**config.mk**
```make
export PLATFORM = sky130hd
export DESIGN_NAME = eirqp_top
export DESIGN_NICKNAME = d
export VERILOG_FILES = /design/src/eirqp_pkg.sv /design/src/eirqp_gate.sv /design/src/eirqp_top.sv
export SDC_FILE = /design/constraint.sdc
export NUM_CORES = 1
export LEC_CHECK = 0
export BUFFER_PORTS_ARGS = -buffer_cell sky130_fd_sc_hd__clkbuf_2
export CAP_MARGIN = 15
export CELL_PAD_IN_SITES_DETAIL_PLACEMENT = 2
export CELL_PAD_IN_SITES_GLOBAL_PLACEMENT = 2
export CORE_ASPECT_RATIO = 0.9
export CORE_UTILIZATION = 32
export CTS_BUF_LIST = sky130_fd_sc_hd__clkbuf_4 sky130_fd_sc_hd__clkbuf_8
export CTS_CLUSTER_DIAMETER = 30
export DETAILED_ROUTE_END_ITERATION = 12
export PLACE_DENSITY_LB_ADDON = 0.1
export SYNTH_ARGS = -nofsm -noshare
export SYNTH_HDL_FRONTEND = slang
export SYNTH_HIERARCHICAL = 1
export SYNTH_SLANG_ARGS = --single-unit
export TNS_END_PERCENT = 1
```
**constraint.sdc**
```tcl
create_clock -name mclk -period 2.2 [get_ports mclk]
set_input_delay 0.33 -clock mclk [delete_from_list [all_inputs] [get_ports mclk]]
set_output_delay 0.33 -clock mclk [all_outputs]
set_load 0.01 [all_outputs]
```
**src/eirqp_pkg.sv**
```systemverilog
// Package of constants for the extended interrupt mask and priority block.
// Assumes a single system clock and an 8-bit register port owned by the core.
package eirqp_pkg;

  // Register addresses on the core's register port
  localparam logic [7:0] EIRQP_ADDR_MASK_ONE = 8'hE6;
  localparam logic [7:0] EIRQP_ADDR_MASK_TWO = 8'hE7;
  localparam logic [7:0] EIRQP_ADDR_PRIO_ONE = 8'hF3;

  // Values after reset
  localparam logic [7:0] EIRQP_RST_MASK_ONE = 8'h00;
  localparam logic [7:0] EIRQP_RST_MASK_TWO = 8'h00;
  localparam logic [7:0] EIRQP_RST_PRIO_ONE = 8'h00;
  localparam logic [7:0] EIRQP_RST_RDATA = 8'h00;

  // Bits that hold state; all others are dropped on write and read as zero
  localparam logic [7:0] EIRQP_KEEP_MASK_ONE = 8'h3F;
  localparam logic [7:0] EIRQP_KEEP_MASK_TWO = 8'h03;
  localparam logic [7:0] EIRQP_KEEP_PRIO_ONE = 8'h3F;

  // Field positions in the first mask register
  localparam int EIRQP_M1_COMP = 5;
  localparam int EIRQP_M1_CONV = 4;
  localparam int EIRQP_M1_PCA = 3;
  localparam int EIRQP_M1_WIN = 2;
  localparam int EIRQP_M1_MATCH = 1;
  localparam int EIRQP_M1_TWOWIRE = 0;

  // Field positions in the second mask register
  localparam int EIRQP_M2_CAPTHR = 1;
  localparam int EIRQP_M2_CAPDONE = 0;

  // Field positions in the first priority register
  localparam int EIRQP_P1_COMP = 5;
  localparam int EIRQP_P1_PCA = 4;
  localparam int EIRQP_P1_CONV = 3;
  localparam int EIRQP_P1_WIN = 2;
  localparam int EIRQP_P1_MATCH = 1;
  localparam int EIRQP_P1_TWOWIRE = 0;

  // Source numbering on the request vectors; a lower number wins within a level
  localparam int EIRQP_NUM_SRC = 8;
  typedef enum logic [2:0] {
    EIRQP_SRC_TWOWIRE = 3'h0,
    EIRQP_SRC_MATCH = 3'h1,
    EIRQP_SRC_WIN = 3'h2,
    EIRQP_SRC_CONV = 3'h3,
    EIRQP_SRC_PCA = 3'h4,
    EIRQP_SRC_COMP = 3'h5,
    EIRQP_SRC_CAPDONE = 3'h6,
    EIRQP_SRC_CAPTHR = 3'h7
  } eirqp_src_t;

endpackage

```
**src/eirqp_gate.sv**
```systemverilog
// One interrupt source: global enable, own mask and own level bit.
// Assumes the pending flag comes from logic on the same clock.
`timescale 1ns/10ps
module eirqp_gate
  import eirqp_pkg::*;
(
  // Clock, reset, enable
  input wire logic mclk,
  input wire logic rst_b,
  input wire logic ce,
  // Source and its controls
  input wire logic flag,
  input wire logic mask,
  input wire logic level,
  input wire logic global_en,
  // Registered requests
  output logic req_hi_q,
  output logic req_lo_q
);

  logic pass;
  logic req_hi_d;
  logic req_lo_d;

  // A flag passes only when both the global enable and the source mask are set
  assign pass = flag && mask && global_en;
  assign req_hi_d = pass && level;
  assign req_lo_d = pass && !level;

  always_ff @(posedge mclk) begin
    if (!rst_b) begin
      req_hi_q <= 1'b0;
      req_lo_q <= 1'b0;
    end else if (ce) begin
      req_hi_q <= req_hi_d;
      req_lo_q <= req_lo_d;
    end
  end

endmodule

```
**src/eirqp_top.sv**
```systemverilog
// Extended interrupt mask and priority registers with per-source gating.
// Assumes an 8-bit register port from the core and pending flags on mclk.
// Overview of operation
// - Bits 7 to 2 of the second mask register store nothing and always read as zero.
// - Mask-one bit 5 passes the comparator rise and fall flags when set and blocks both when clear.
// - Mask-one bit 4 passes the converter conversion-done flag when set and blocks it when clear.
// - Mask-one bit 3 passes every counter array source when set and blocks all when clear.
// - Mask-one bit 2 passes the converter window-compare flag when set and blocks it when clear.
// - Mask-one bit 1 passes port-match events when set and blocks them when clear.
// - Mask-one bit 0 passes the two-wire controller when set and blocks it when clear.
// - Mask-two bit 1 passes the capacitive threshold flag when set and blocks it when clear.
// - Mask-two bit 0 passes the capacitive done flag when set and blocks it when clear.
// - Priority-one bits 5..0 set the level of comparator, counter array, conversion, window, match, two-wire.
// - A priority bit of zero gives the low level and a one gives the high level.
// - With the global enable clear no source requests; with it set each follows its own mask.
`timescale 1ns/10ps
module eirqp_top
  import eirqp_pkg::*;
(
  // Clock, reset, enable
  input wire logic mclk,
  input wire logic rst_b,
  input wire logic ce,
  // Register port from the core
  input wire logic [7:0] reg_addr,
  input wire logic reg_wr,
  input wire logic reg_rd,
  input wire logic [7:0] reg_wdata,
  output logic [7:0] reg_rdata_q,
  output logic reg_hit_q,
  // Pending flags from the peripherals
  input wire logic comparator_rise_flag,
  input wire logic comparator_fall_flag,
  input wire logic conv_done_flag,
  input wire logic window_cmp_flag,
  input wire logic counter_array_flag,
  input wire logic port_match_flag,
  input wire logic twowire_flag,
  input wire logic cap_threshold_flag,
  input wire logic cap_done_flag,
  // Controls held elsewhere in the interrupt system
  input wire logic global_irq_enable,
  input wire logic cap_threshold_irq_level,
  input wire logic cap_done_irq_level,
  // Requests to the core's interrupt logic
  output logic [7:0] src_req_hi,
  output logic [7:0] src_req_lo,
  output logic irq_hi_q,
  output logic irq_lo_q,
  output logic [2:0] irq_hi_src_q,
  output logic [2:0] irq_lo_src_q
);

  logic [7:0] mask_one_q;
  logic [7:0] mask_one_d;
  logic [7:0] mask_two_q;
  logic [7:0] mask_two_d;
  logic [7:0] prio_one_q;
  logic [7:0] prio_one_d;
  logic [7:0] rdata_d;
  logic hit_d;
  logic irq_hi_d;
  logic irq_lo_d;
  logic [2:0] irq_hi_src_d;
  logic [2:0] irq_lo_src_d;
  logic [7:0] src_flag;
  logic [7:0] src_mask;
  logic [7:0] src_level;

  // Lowest set bit wins; a fixed order keeps arbitration within one level stable
  function automatic logic [3:0] pick_first(input logic [7:0] vec);
    logic [3:0] res;
    res = 4'h0;
    for (int i = EIRQP_NUM_SRC - 1; i >= 0; i--) begin
      if (vec[i]) begin
        res = {1'b1, 3'(i)};
      end
    end
    return res;
  endfunction

  // Address decode
  wire sel_mask_one = (reg_addr == EIRQP_ADDR_MASK_ONE);
  wire sel_mask_two = (reg_addr == EIRQP_ADDR_MASK_TWO);
  wire sel_prio_one = (reg_addr == EIRQP_ADDR_PRIO_ONE);
  wire sel_any = sel_mask_one || sel_mask_two || sel_prio_one;

  // Reserved bits are not stored, so a careless write cannot steer anything
  assign mask_one_d = (reg_wr && sel_mask_one) ? (reg_wdata & EIRQP_KEEP_MASK_ONE) : mask_one_q;
  assign mask_two_d = (reg_wr && sel_mask_two) ? (reg_wdata & EIRQP_KEEP_MASK_TWO) : mask_two_q;
  assign prio_one_d = (reg_wr && sel_prio_one) ? (reg_wdata & EIRQP_KEEP_PRIO_ONE) : prio_one_q;

  assign rdata_d = sel_mask_one ? mask_one_q :
                   sel_mask_two ? mask_two_q :
                   sel_prio_one ? prio_one_q : EIRQP_RST_RDATA;
  assign hit_d = reg_rd && sel_any;

  always_ff @(posedge mclk) begin
    if (!rst_b) begin
      mask_one_q <= EIRQP_RST_MASK_ONE;
      mask_two_q <= EIRQP_RST_MASK_TWO;
      prio_one_q <= EIRQP_RST_PRIO_ONE;
    end else if (ce) begin
      mask_one_q <= mask_one_d;
      mask_two_q <= mask_two_d;
      prio_one_q <= prio_one_d;
    end
  end

  // Read data is held until the next read so the core may sample late
  always_ff @(posedge mclk) begin
    if (!rst_b) begin
      reg_rdata_q <= EIRQP_RST_RDATA;
      reg_hit_q <= 1'b0;
    end else if (ce) begin
      reg_hit_q <= hit_d;
      if (reg_rd) begin
        reg_rdata_q <= rdata_d;
      end
    end
  end

  // Source vectors; the comparator's two edges share one mask and one level
  assign src_flag = {cap_threshold_flag, cap_done_flag,
                     comparator_rise_flag || comparator_fall_flag,
                     counter_array_flag, conv_done_flag, window_cmp_flag,
                     port_match_flag, twowire_flag};
  assign src_mask = {mask_two_q[EIRQP_M2_CAPTHR],
                     mask_two_q[EIRQP_M2_CAPDONE],
                     mask_one_q[EIRQP_M1_COMP],
                     mask_one_q[EIRQP_M1_PCA],
                     mask_one_q[EIRQP_M1_CONV],
                     mask_one_q[EIRQP_M1_WIN],
                     mask_one_q[EIRQP_M1_MATCH],
                     mask_one_q[EIRQP_M1_TWOWIRE]};
  assign src_level = {cap_threshold_irq_level, cap_done_irq_level,
                      prio_one_q[EIRQP_P1_COMP], prio_one_q[EIRQP_P1_PCA],
                      prio_one_q[EIRQP_P1_CONV], prio_one_q[EIRQP_P1_WIN],
                      prio_one_q[EIRQP_P1_MATCH], prio_one_q[EIRQP_P1_TWOWIRE]};

  // One gate per source applies global enable, mask and level
  for (genvar g = 0; g < EIRQP_NUM_SRC; g++) begin : gen_src
    eirqp_gate u_gate (
      .mclk(mclk),
      .rst_b(rst_b),
      .ce(ce),
      .flag(src_flag[g]),
      .mask(src_mask[g]),
      .level(src_level[g]),
      .global_en(global_irq_enable),
      .req_hi_q(src_req_hi[g]),
      .req_lo_q(src_req_lo[g])
    );
  end

  // Winner per level; costs one extra cycle but keeps the outputs glitch free
  assign {irq_hi_d, irq_hi_src_d} = pick_first(src_req_hi);
  assign {irq_lo_d, irq_lo_src_d} = pick_first(src_req_lo);

  always_ff @(posedge mclk) begin
    if (!rst_b) begin
      irq_hi_q <= 1'b0;
      irq_lo_q <= 1'b0;
      irq_hi_src_q <= 3'h0;
      irq_lo_src_q <= 3'h0;
    end else if (ce) begin
      irq_hi_q <= irq_hi_d;
      irq_lo_q <= irq_lo_d;
      irq_hi_src_q <= irq_hi_src_d;
      irq_lo_src_q <= irq_lo_src_d;
    end
  end

  // Checks

  chk_mask_two_upper: assert property (
    @(posedge mclk) disable iff (!rst_b)
    (ce && reg_wr && sel_mask_two) |=> (mask_two_q[7:2] == 6'h00))
    else $error("second mask register stored an unused bit");

  chk_mask_two_read: assert property (
    @(posedge mclk) disable iff (!rst_b)
    (ce && reg_rd && sel_mask_two) |=> (reg_rdata_q[7:2] == 6'h00) && reg_hit_q)
    else $error("second mask register read back nonzero upper bits");

  chk_comp_pass: assert property (
    @(posedge mclk) disable iff (!rst_b)
    (ce && global_irq_enable && mask_one_q[5] && (comparator_rise_flag || comparator_fall_flag))
      |=> (src_req_hi[5] || src_req_lo[5]))
    else $error("comparator request not passed");

  chk_comp_block: assert property (
    @(posedge mclk) disable iff (!rst_b)
    (ce && !mask_one_q[5]) |=> !(src_req_hi[5] || src_req_lo[5]))
    else $error("comparator request leaked through mask");

  chk_conv_gate: assert property (
    @(posedge mclk) disable iff (!rst_b)
    ce |=> ((src_req_hi[3] || src_req_lo[3]) ==
            $past(global_irq_enable && mask_one_q[4] && conv_done_flag)))
    else $error("conversion-done gating wrong");

  chk_pca_gate: assert property (
    @(posedge mclk) disable iff (!rst_b)
    ce |=> ((src_req_hi[4] || src_req_lo[4]) ==
            $past(global_irq_enable && mask_one_q[3] && counter_array_flag)))
    else $error("counter array gating wrong");

  chk_window_gate: assert property (
    @(posedge mclk) disable iff (!rst_b)
    ce |=> ((src_req_hi[2] || src_req_lo[2]) ==
            $past(global_irq_enable && mask_one_q[2] && window_cmp_flag)))
    else $error("window compare gating wrong");

  chk_match_gate: assert property (
    @(posedge mclk) disable iff (!rst_b)
    ce |=> ((src_req_hi[1] || src_req_lo[1]) ==
            $past(global_irq_enable && mask_one_q[1] && port_match_flag)))
    else $error("port match gating wrong");

  chk_twowire_gate: assert property (
    @(posedge mclk) disable iff (!rst_b)
    ce |=> ((src_req_hi[0] || src_req_lo[0]) ==
            $past(global_irq_enable && mask_one_q[0] && twowire_flag)))
    else $error("two-wire gating wrong");

  chk_capthr_gate: assert property (
    @(posedge mclk) disable iff (!rst_b)
    ce |=> ((src_req_hi[7] || src_req_lo[7]) ==
            $past(global_irq_enable && mask_two_q[1] && cap_threshold_flag)))
    else $error("capacitive threshold gating wrong");

  chk_capdone_gate: assert property (
    @(posedge mclk) disable iff (!rst_b)
    ce |=> ((src_req_hi[6] || src_req_lo[6]) ==
            $past(global_irq_enable && mask_two_q[0] && cap_done_flag)))
    else $error("capacitive done gating wrong");

  chk_pca_level: assert property (
    @(posedge mclk) disable iff (!rst_b)
    (ce && global_irq_enable && mask_one_q[3] && counter_array_flag && prio_one_q[4])
      |=> src_req_hi[4] && !src_req_lo[4])
    else $error("counter array level taken from wrong priority bit");

  chk_conv_level: assert property (
    @(posedge mclk) disable iff (!rst_b)
    (ce && global_irq_enable && mask_one_q[4] && conv_done_flag && prio_one_q[3])
      |=> src_req_hi[3] && !src_req_lo[3])
    else $error("conversion level taken from wrong priority bit");

  chk_low_level: assert property (
    @(posedge mclk) disable iff (!rst_b)
    (ce && global_irq_enable && mask_one_q[5] && !prio_one_q[5] &&
     (comparator_rise_flag || comparator_fall_flag))
      |=> src_req_lo[5] && !src_req_hi[5])
    else $error("priority zero did not give low level");

  chk_global_off: assert property (
    @(posedge mclk) disable iff (!rst_b)
    (ce && !global_irq_enable) ##1 ce |=> !irq_hi_q && !irq_lo_q)
    else $error("request raised while global enable clear");

  chk_hi_winner: assert property (
    @(posedge mclk) disable iff (!rst_b)
    (ce && src_req_hi[0]) |=> irq_hi_q && (irq_hi_src_q == 3'h0))
    else $error("high level winner wrong");

  chk_lo_winner: assert property (
    @(posedge mclk) disable iff (!rst_b)
    (ce && src_req_lo[0]) |=> irq_lo_q && (irq_lo_src_q == 3'h0))
    else $error("low level winner wrong");

  chk_comp_level: assert property (
    @(posedge mclk) disable iff (!rst_b)
    (ce && global_irq_enable && mask_one_q[5] && prio_one_q[5] &&
     (comparator_rise_flag || comparator_fall_flag))
      |=> src_req_hi[5] && !src_req_lo[5])
    else $error("comparator level taken from wrong priority bit");

  chk_win_level: assert property (
    @(posedge mclk) disable iff (!rst_b)
    (ce && global_irq_enable && mask_one_q[2] && window_cmp_flag && prio_one_q[2])
      |=> src_req_hi[2] && !src_req_lo[2])
    else $error("window level taken from wrong priority bit");

  chk_match_level: assert property (
    @(posedge mclk) disable iff (!rst_b)
    (ce && global_irq_enable && mask_one_q[1] && port_match_flag && prio_one_q[1])
      |=> src_req_hi[1] && !src_req_lo[1])
    else $error("port match level taken from wrong priority bit");

  chk_twowire_level: assert property (
    @(posedge mclk) disable iff (!rst_b)
    (ce && global_irq_enable && mask_one_q[0] && twowire_flag && prio_one_q[0])
      |=> src_req_hi[0] && !src_req_lo[0])
    else $error("two-wire level taken from wrong priority bit");

  chk_capthr_level: assert property (
    @(posedge mclk) disable iff (!rst_b)
    (ce && global_irq_enable && mask_two_q[1] && cap_threshold_flag)
      |=> (src_req_hi[7] == $past(cap_threshold_irq_level)) &&
          (src_req_lo[7] == !$past(cap_threshold_irq_level)))
    else $error("capacitive threshold level wrong");

  chk_capdone_level: assert property (
    @(posedge mclk) disable iff (!rst_b)
    (ce && global_irq_enable && mask_two_q[0] && cap_done_flag)
      |=> (src_req_hi[6] == $past(cap_done_irq_level)) &&
          (src_req_lo[6] == !$past(cap_done_irq_level)))
    else $error("capacitive done level wrong");

  chk_global_gate: assert property (
    @(posedge mclk) disable iff (!rst_b)
    (ce && !global_irq_enable) |=> (src_req_hi == 8'h00) && (src_req_lo == 8'h00))
    else $error("source request raised while global enable clear");

endmodule

```
* Yosys cells after proc, flatten, opt, wreduce, memory -nomap -nowiden *
Index checks and enable logic that the tools add are counted.

storage, ports and cells
  flip-flop bits (word level) = 47
  input port bits = 33
  output and inout port bits = 33
  logic and storage cells = 98

operators by class
  equality and inequality tests = 3
  mux-type cells = 19
  reduce and logical (&&, ||, !) cells = 51

operators by type and width
  cell                                         count
  two-way mux 4 bit                            16
  logical AND 1 bit                            36
  equality test 8 bit (second input constant)  3
  two-way mux 6 bit                            3
  zero test 1 bit                              8
  AND reduction 2 bit                          4
  logical OR 1 bit                             3

* Depth between registers and ports, before layout *
  depth in word-level cells = 8
  depth in mapped cells = 5
  mapped depth without buffers = 4

* Hierarchy *
Netlist, hierarchy kept.

by module, submodules not included
  module      times used  sequential area each (um^2)  cells each  area each (um^2)
  eirqp_top   1           580.6                        159         1390.1
  eirqp_gate  8           40.0                         9           83.8

* Worst setup path after synthesis *
OpenSTA, ideal clock, no wires.

  path kind = input-to-reg
  start = input reg_addr[3]
  end = register prio_one_q[0]
  library setup time = 0.072 ns
  setup slack = 0.928 ns
  buffers on the path = 0
  cell stages on the path = 4
  data arrival time = 1.200 ns
  path through = and4b_1 > nand4_1 > nor2_4 > mux2i_1

on the way
  word-level cells in the longest chain between the ends = 3

ends and longest elaborated chain
  element                               line              text
  from (decl)                           eirqp_top.sv:25   input wire logic [7:0] reg_addr,
  equality test 8 bit                   eirqp_top.sv:85   wire sel_prio_one = (reg_addr == EIRQP_ADDR_PRIO_ONE);
  logical AND 1 bit                     eirqp_top.sv:91   assign prio_one_d = (reg_wr && sel_prio_one) ? (reg_wdata & EIRQP_KEEP_PRIO_ONE) : prio_one_q;
  AND reduction 2 bit (no source line)  --
  to (signal assigned)                  eirqp_top.sv:106  prio_one_q <= prio_one_d;
  to (decl)                             eirqp_top.sv:58   logic [7:0] prio_one_q;

No other way between the ends.
A chain may end at the register's enable or synchronous reset.

* Worst setup path in the final report *
  start = register gen_src[4].u_gate.req_lo_q
  end = output src_req_lo[4]

RTL lines
  element                 line              text
  from (decl)             eirqp_gate.sv:18  output logic req_lo_q
  from (signal assigned)  eirqp_gate.sv:36  req_lo_q <= req_lo_d;
  to (decl)               eirqp_top.sv:47   output logic [7:0] src_req_lo,

No word-level cell between the ends.

==> flow_summary_export.csv <==
group,metric,value,unit
worst_hold_path,holdCritPathClass,"input port to flop",
pwr,p_int,1.19,mW
logic_synthesis,ys_ff_latch,45,
pwr,p_sw,353,uW
die,die_w,86.6,um
finish,area.sequential,901,um2
logic_synthesis,async_flop_share,0,
logic_synthesis,yosys_warnings,6,
timing,min_period_over_period,0.576,
timing,layout_setup_ws,933,ps
clock_network,cts_buffers,5,
timing,tightestPinTransition,550,ps
route,drt-total-wl,6120,um
finish,layout.cells.most_common_list,"61 x clkbuf_2, 45 x dfxtp_1, 27 x nand2_1",
timing,slew_headroom,0.630,
finish,final_common_cell,"clkbuf_2",
finish,num-nets-final,326,
critical_path,crit_type,"flop to output pin",
finish,drive_gt1_frac,0.256,
critical_path,cp-end-kind,"output pin",
critical_path,start_kind,"flop",
die,start_util,0.333,
route,ant_nets,0,
logic_synthesis,synthMuxAreaShare,0.0389,
route,vias_per_cell,5.32,
placement,dp_slack,595,ps
placement,port-buffer-count,61,
clock_network,cts_tree,"yes",
critical_path,r2r_cells,3,
critical_path,crit_family,"flip-flops",
critical_path,crit_cells,1,
timing,hold_viol,0,
timing,finalSetupViolCount,0,
timing,fin_skew,6.45,ps
timing,period_needed,1270,ps
logic_synthesis,synth_seq_area_share,0.437,
pwr,p_sw_frac,0.229,
worst_hold_path,min_delay_path_depth,3,
pwr,fin_total_pwr,1.54,mW
logic_synthesis,synth_xor_area_frac,0,
job,cap_violations,0,
grt,grt_pass1_vias,1986,
logic_synthesis,synth_ff_type,"dfxtp_1",
finish,fillers,729,
clock_network,ctsRootBufferMaster,"clkbuf_8",
critical_path,path_buf_inv,1,
clock_network,htree_num_levels,2,
placement,gp_congestion,0.780,
critical_path,path_cells,"clkbuf_2",
pwr,p_comb_frac,0.073,
logic_synthesis,synth_fa_ha_area_frac,0,
logic_synthesis,syn_area,0.00206,mm2
route,drt-pass1-iter-count,4,
finish,insertedDiodeCount,0,
clock_network,path_clk_slew,90,ps
clock_network,cts_resized,0,
grt,gr-usage-all-layers,0.193,
clock_network,cts_hold_buf,0,
clock_network,cts_max_path_buffers,2,
finish,multi_input_area,0.00109,mm2
timing,fin_setup_tns,0,ps
die,core_area,0.00618,mm2
logic_synthesis,yosysUniqueCellTypes,39,
die,ios,66,
logic_synthesis,synth_compound_area_frac,0.153,
die,fp.dieArea,0.00677,mm2
pwr,power_density,604,mW/mm2
critical_path,slowest_delay,460,ps
critical_path,required,1870,ps
pwr,clkPwrFrac,0.398,
critical_path,crit_fanout,5,
pwr,ir_drop,0.000242,V
timing,slew_viol_final,0,
critical_path,worst_ep_arrival_time,940,ps
grt,grt_pass1_wl,10100,um
route,vias,2022,
logic_synthesis,syn_inst,231,
outcome,status,"complete, no violations",
route,drt-initial-drc-count,78,
logic_synthesis,synth_edf_count,0,
finish,synthToLayoutAreaGrowth,23.7,%
route,wire_per_inst,16.1,um
clock_network,worstSkewPairLatency,300,ps
critical_path,cpMaxStageDelayCell,"dfxtp_1",
placement,hpwlAfterDp,4530,um
logic_synthesis,synth_area_per_cell,8.92,um2
pwr,p_seq_frac,0.530,
grt,grt_start_max_net_pins,59,
timing,clock.fmax,789,MHz
timing,rsz0062_at_grt,"false",
logic_synthesis,synth-simple-area-share,0.333,
route,drc,0,
grt,antenna_found_initial,0,
grt,gr-total-overflow,0,
clock_network,cts.sinks,45,
die,die_h,78.1,um
die,row_count,27,
clock_network,postCtsSetupBuffers,0,
pwr,leakagePower,0.989,nW
logic_synthesis,synth_top_family_by_area,"simple AND/OR/NAND/NOR gates",
## metrics by stage
stage / utilization / cells / area, um2 / hold slack, ps
floorplan: - / 232 / 2060 / 455
global placement: 0.396 / 373 / 2450 / 467
detailed placement: 0.396 / 373 / 2450 / 475
CTS: 0.412 / 380 / 2550 / 276
global route: 0.412 / 380 / 2550 / 299
finish: 0.412 / 380 / 2550 / 268
## Yosys cell counts, types with 4 or more instances
master / instances / area share
a221o_1: 6 / 0.029
o21ai_1: 16 / 0.039
nand2b_1: 4 / 0.012
nand4b_1: 8 / 0.034
nand3b_1: 17 / 0.062
clkbuf_1: 4 / 0.0073
nor2_1: 8 / 0.015
mux2i_1: 8 / 0.039
inv_1: 7 / 0.013
nand4_1: 11 / 0.033
and2_1: 6 / 0.018
dfxtp_1: 45 / 0.44
o21ai_0: 8 / 0.019
nand2_1: 27 / 0.049
nand3_1: 12 / 0.029
## power groups by stage
stage / clock network [mW] / registers (mW) / logic [mW]
detailed placement: 0 / 0.836 / 0.113
finish: 0.613 / 0.817 / 0.112
CTS: 0.624 / 0.817 / 0.113
global route: 0.658 / 0.817 / 0.125
global placement: 0 / 0.836 / 0.111
floorplan: 0 / 0.837 / 0.0515
## cell type report
| cell class | count | area share |
|---|---|---|
| Timing Repair Buffer | 63 | 0.126 |
| Sequential cell | 45 | 0.353 |
| Tap cell | 87 | 0.0427 |
| Inverter | 7 | 0.0103 |
| Clock buffer | 5 | 0.0270 |
| Multi-Input combinational cell | 171 | 0.427 |
| Clock inverter | 2 | 0.0137 |
## state kept, by name (all words and copies together), names as in the netlist
signal	cells
irq_lo_src_q	3
reg_rdata_q	6
irq_lo_q	1
mask_two_q	2
irq_hi_src_q	3
gen_src.u_gate/req_lo_q	8
prio_one_q	6
reg_hit_q	1
gen_src.u_gate/req_hi_q	8
irq_hi_q	1
mask_one_q	6
## kinds of logic after synthesis
logic type      count (synthesis)
compound gates                 49
buf+inv                        16
flops                          45
mux                             8
other cells                     1
simple gates                  112
## worst min-delay path, stage by stage
cell	delay [ps]
clkbuf_2	80
nand2_1	60
mux2i_1	60
## metal layers
layer | track usage | vias up | wire [um]
met4 | 0.0550 | 0 | 63
li1 | - | 976 | -
met2 | 0.314 | 52 | 2860
met5 | 0 | - | 0
met1 | 0.261 | 986 | 2920
met3 | 0.0315 | 8 | 277
## worst paths after layout
path	slack (ps)	start	endpoint
max	930	gen_src[4].u_gate/req_lo_q	src_req_lo[4]
min	270	reg_wdata[2]	prio_one_q[2]
max reg2reg	1030	gen_src[6].u_gate/req_hi_q	irq_hi_src_q[2]
min reg2reg	480	irq_hi_src_q[1]	irq_hi_src_q[1]
Power figures use the tool's default switching activity.
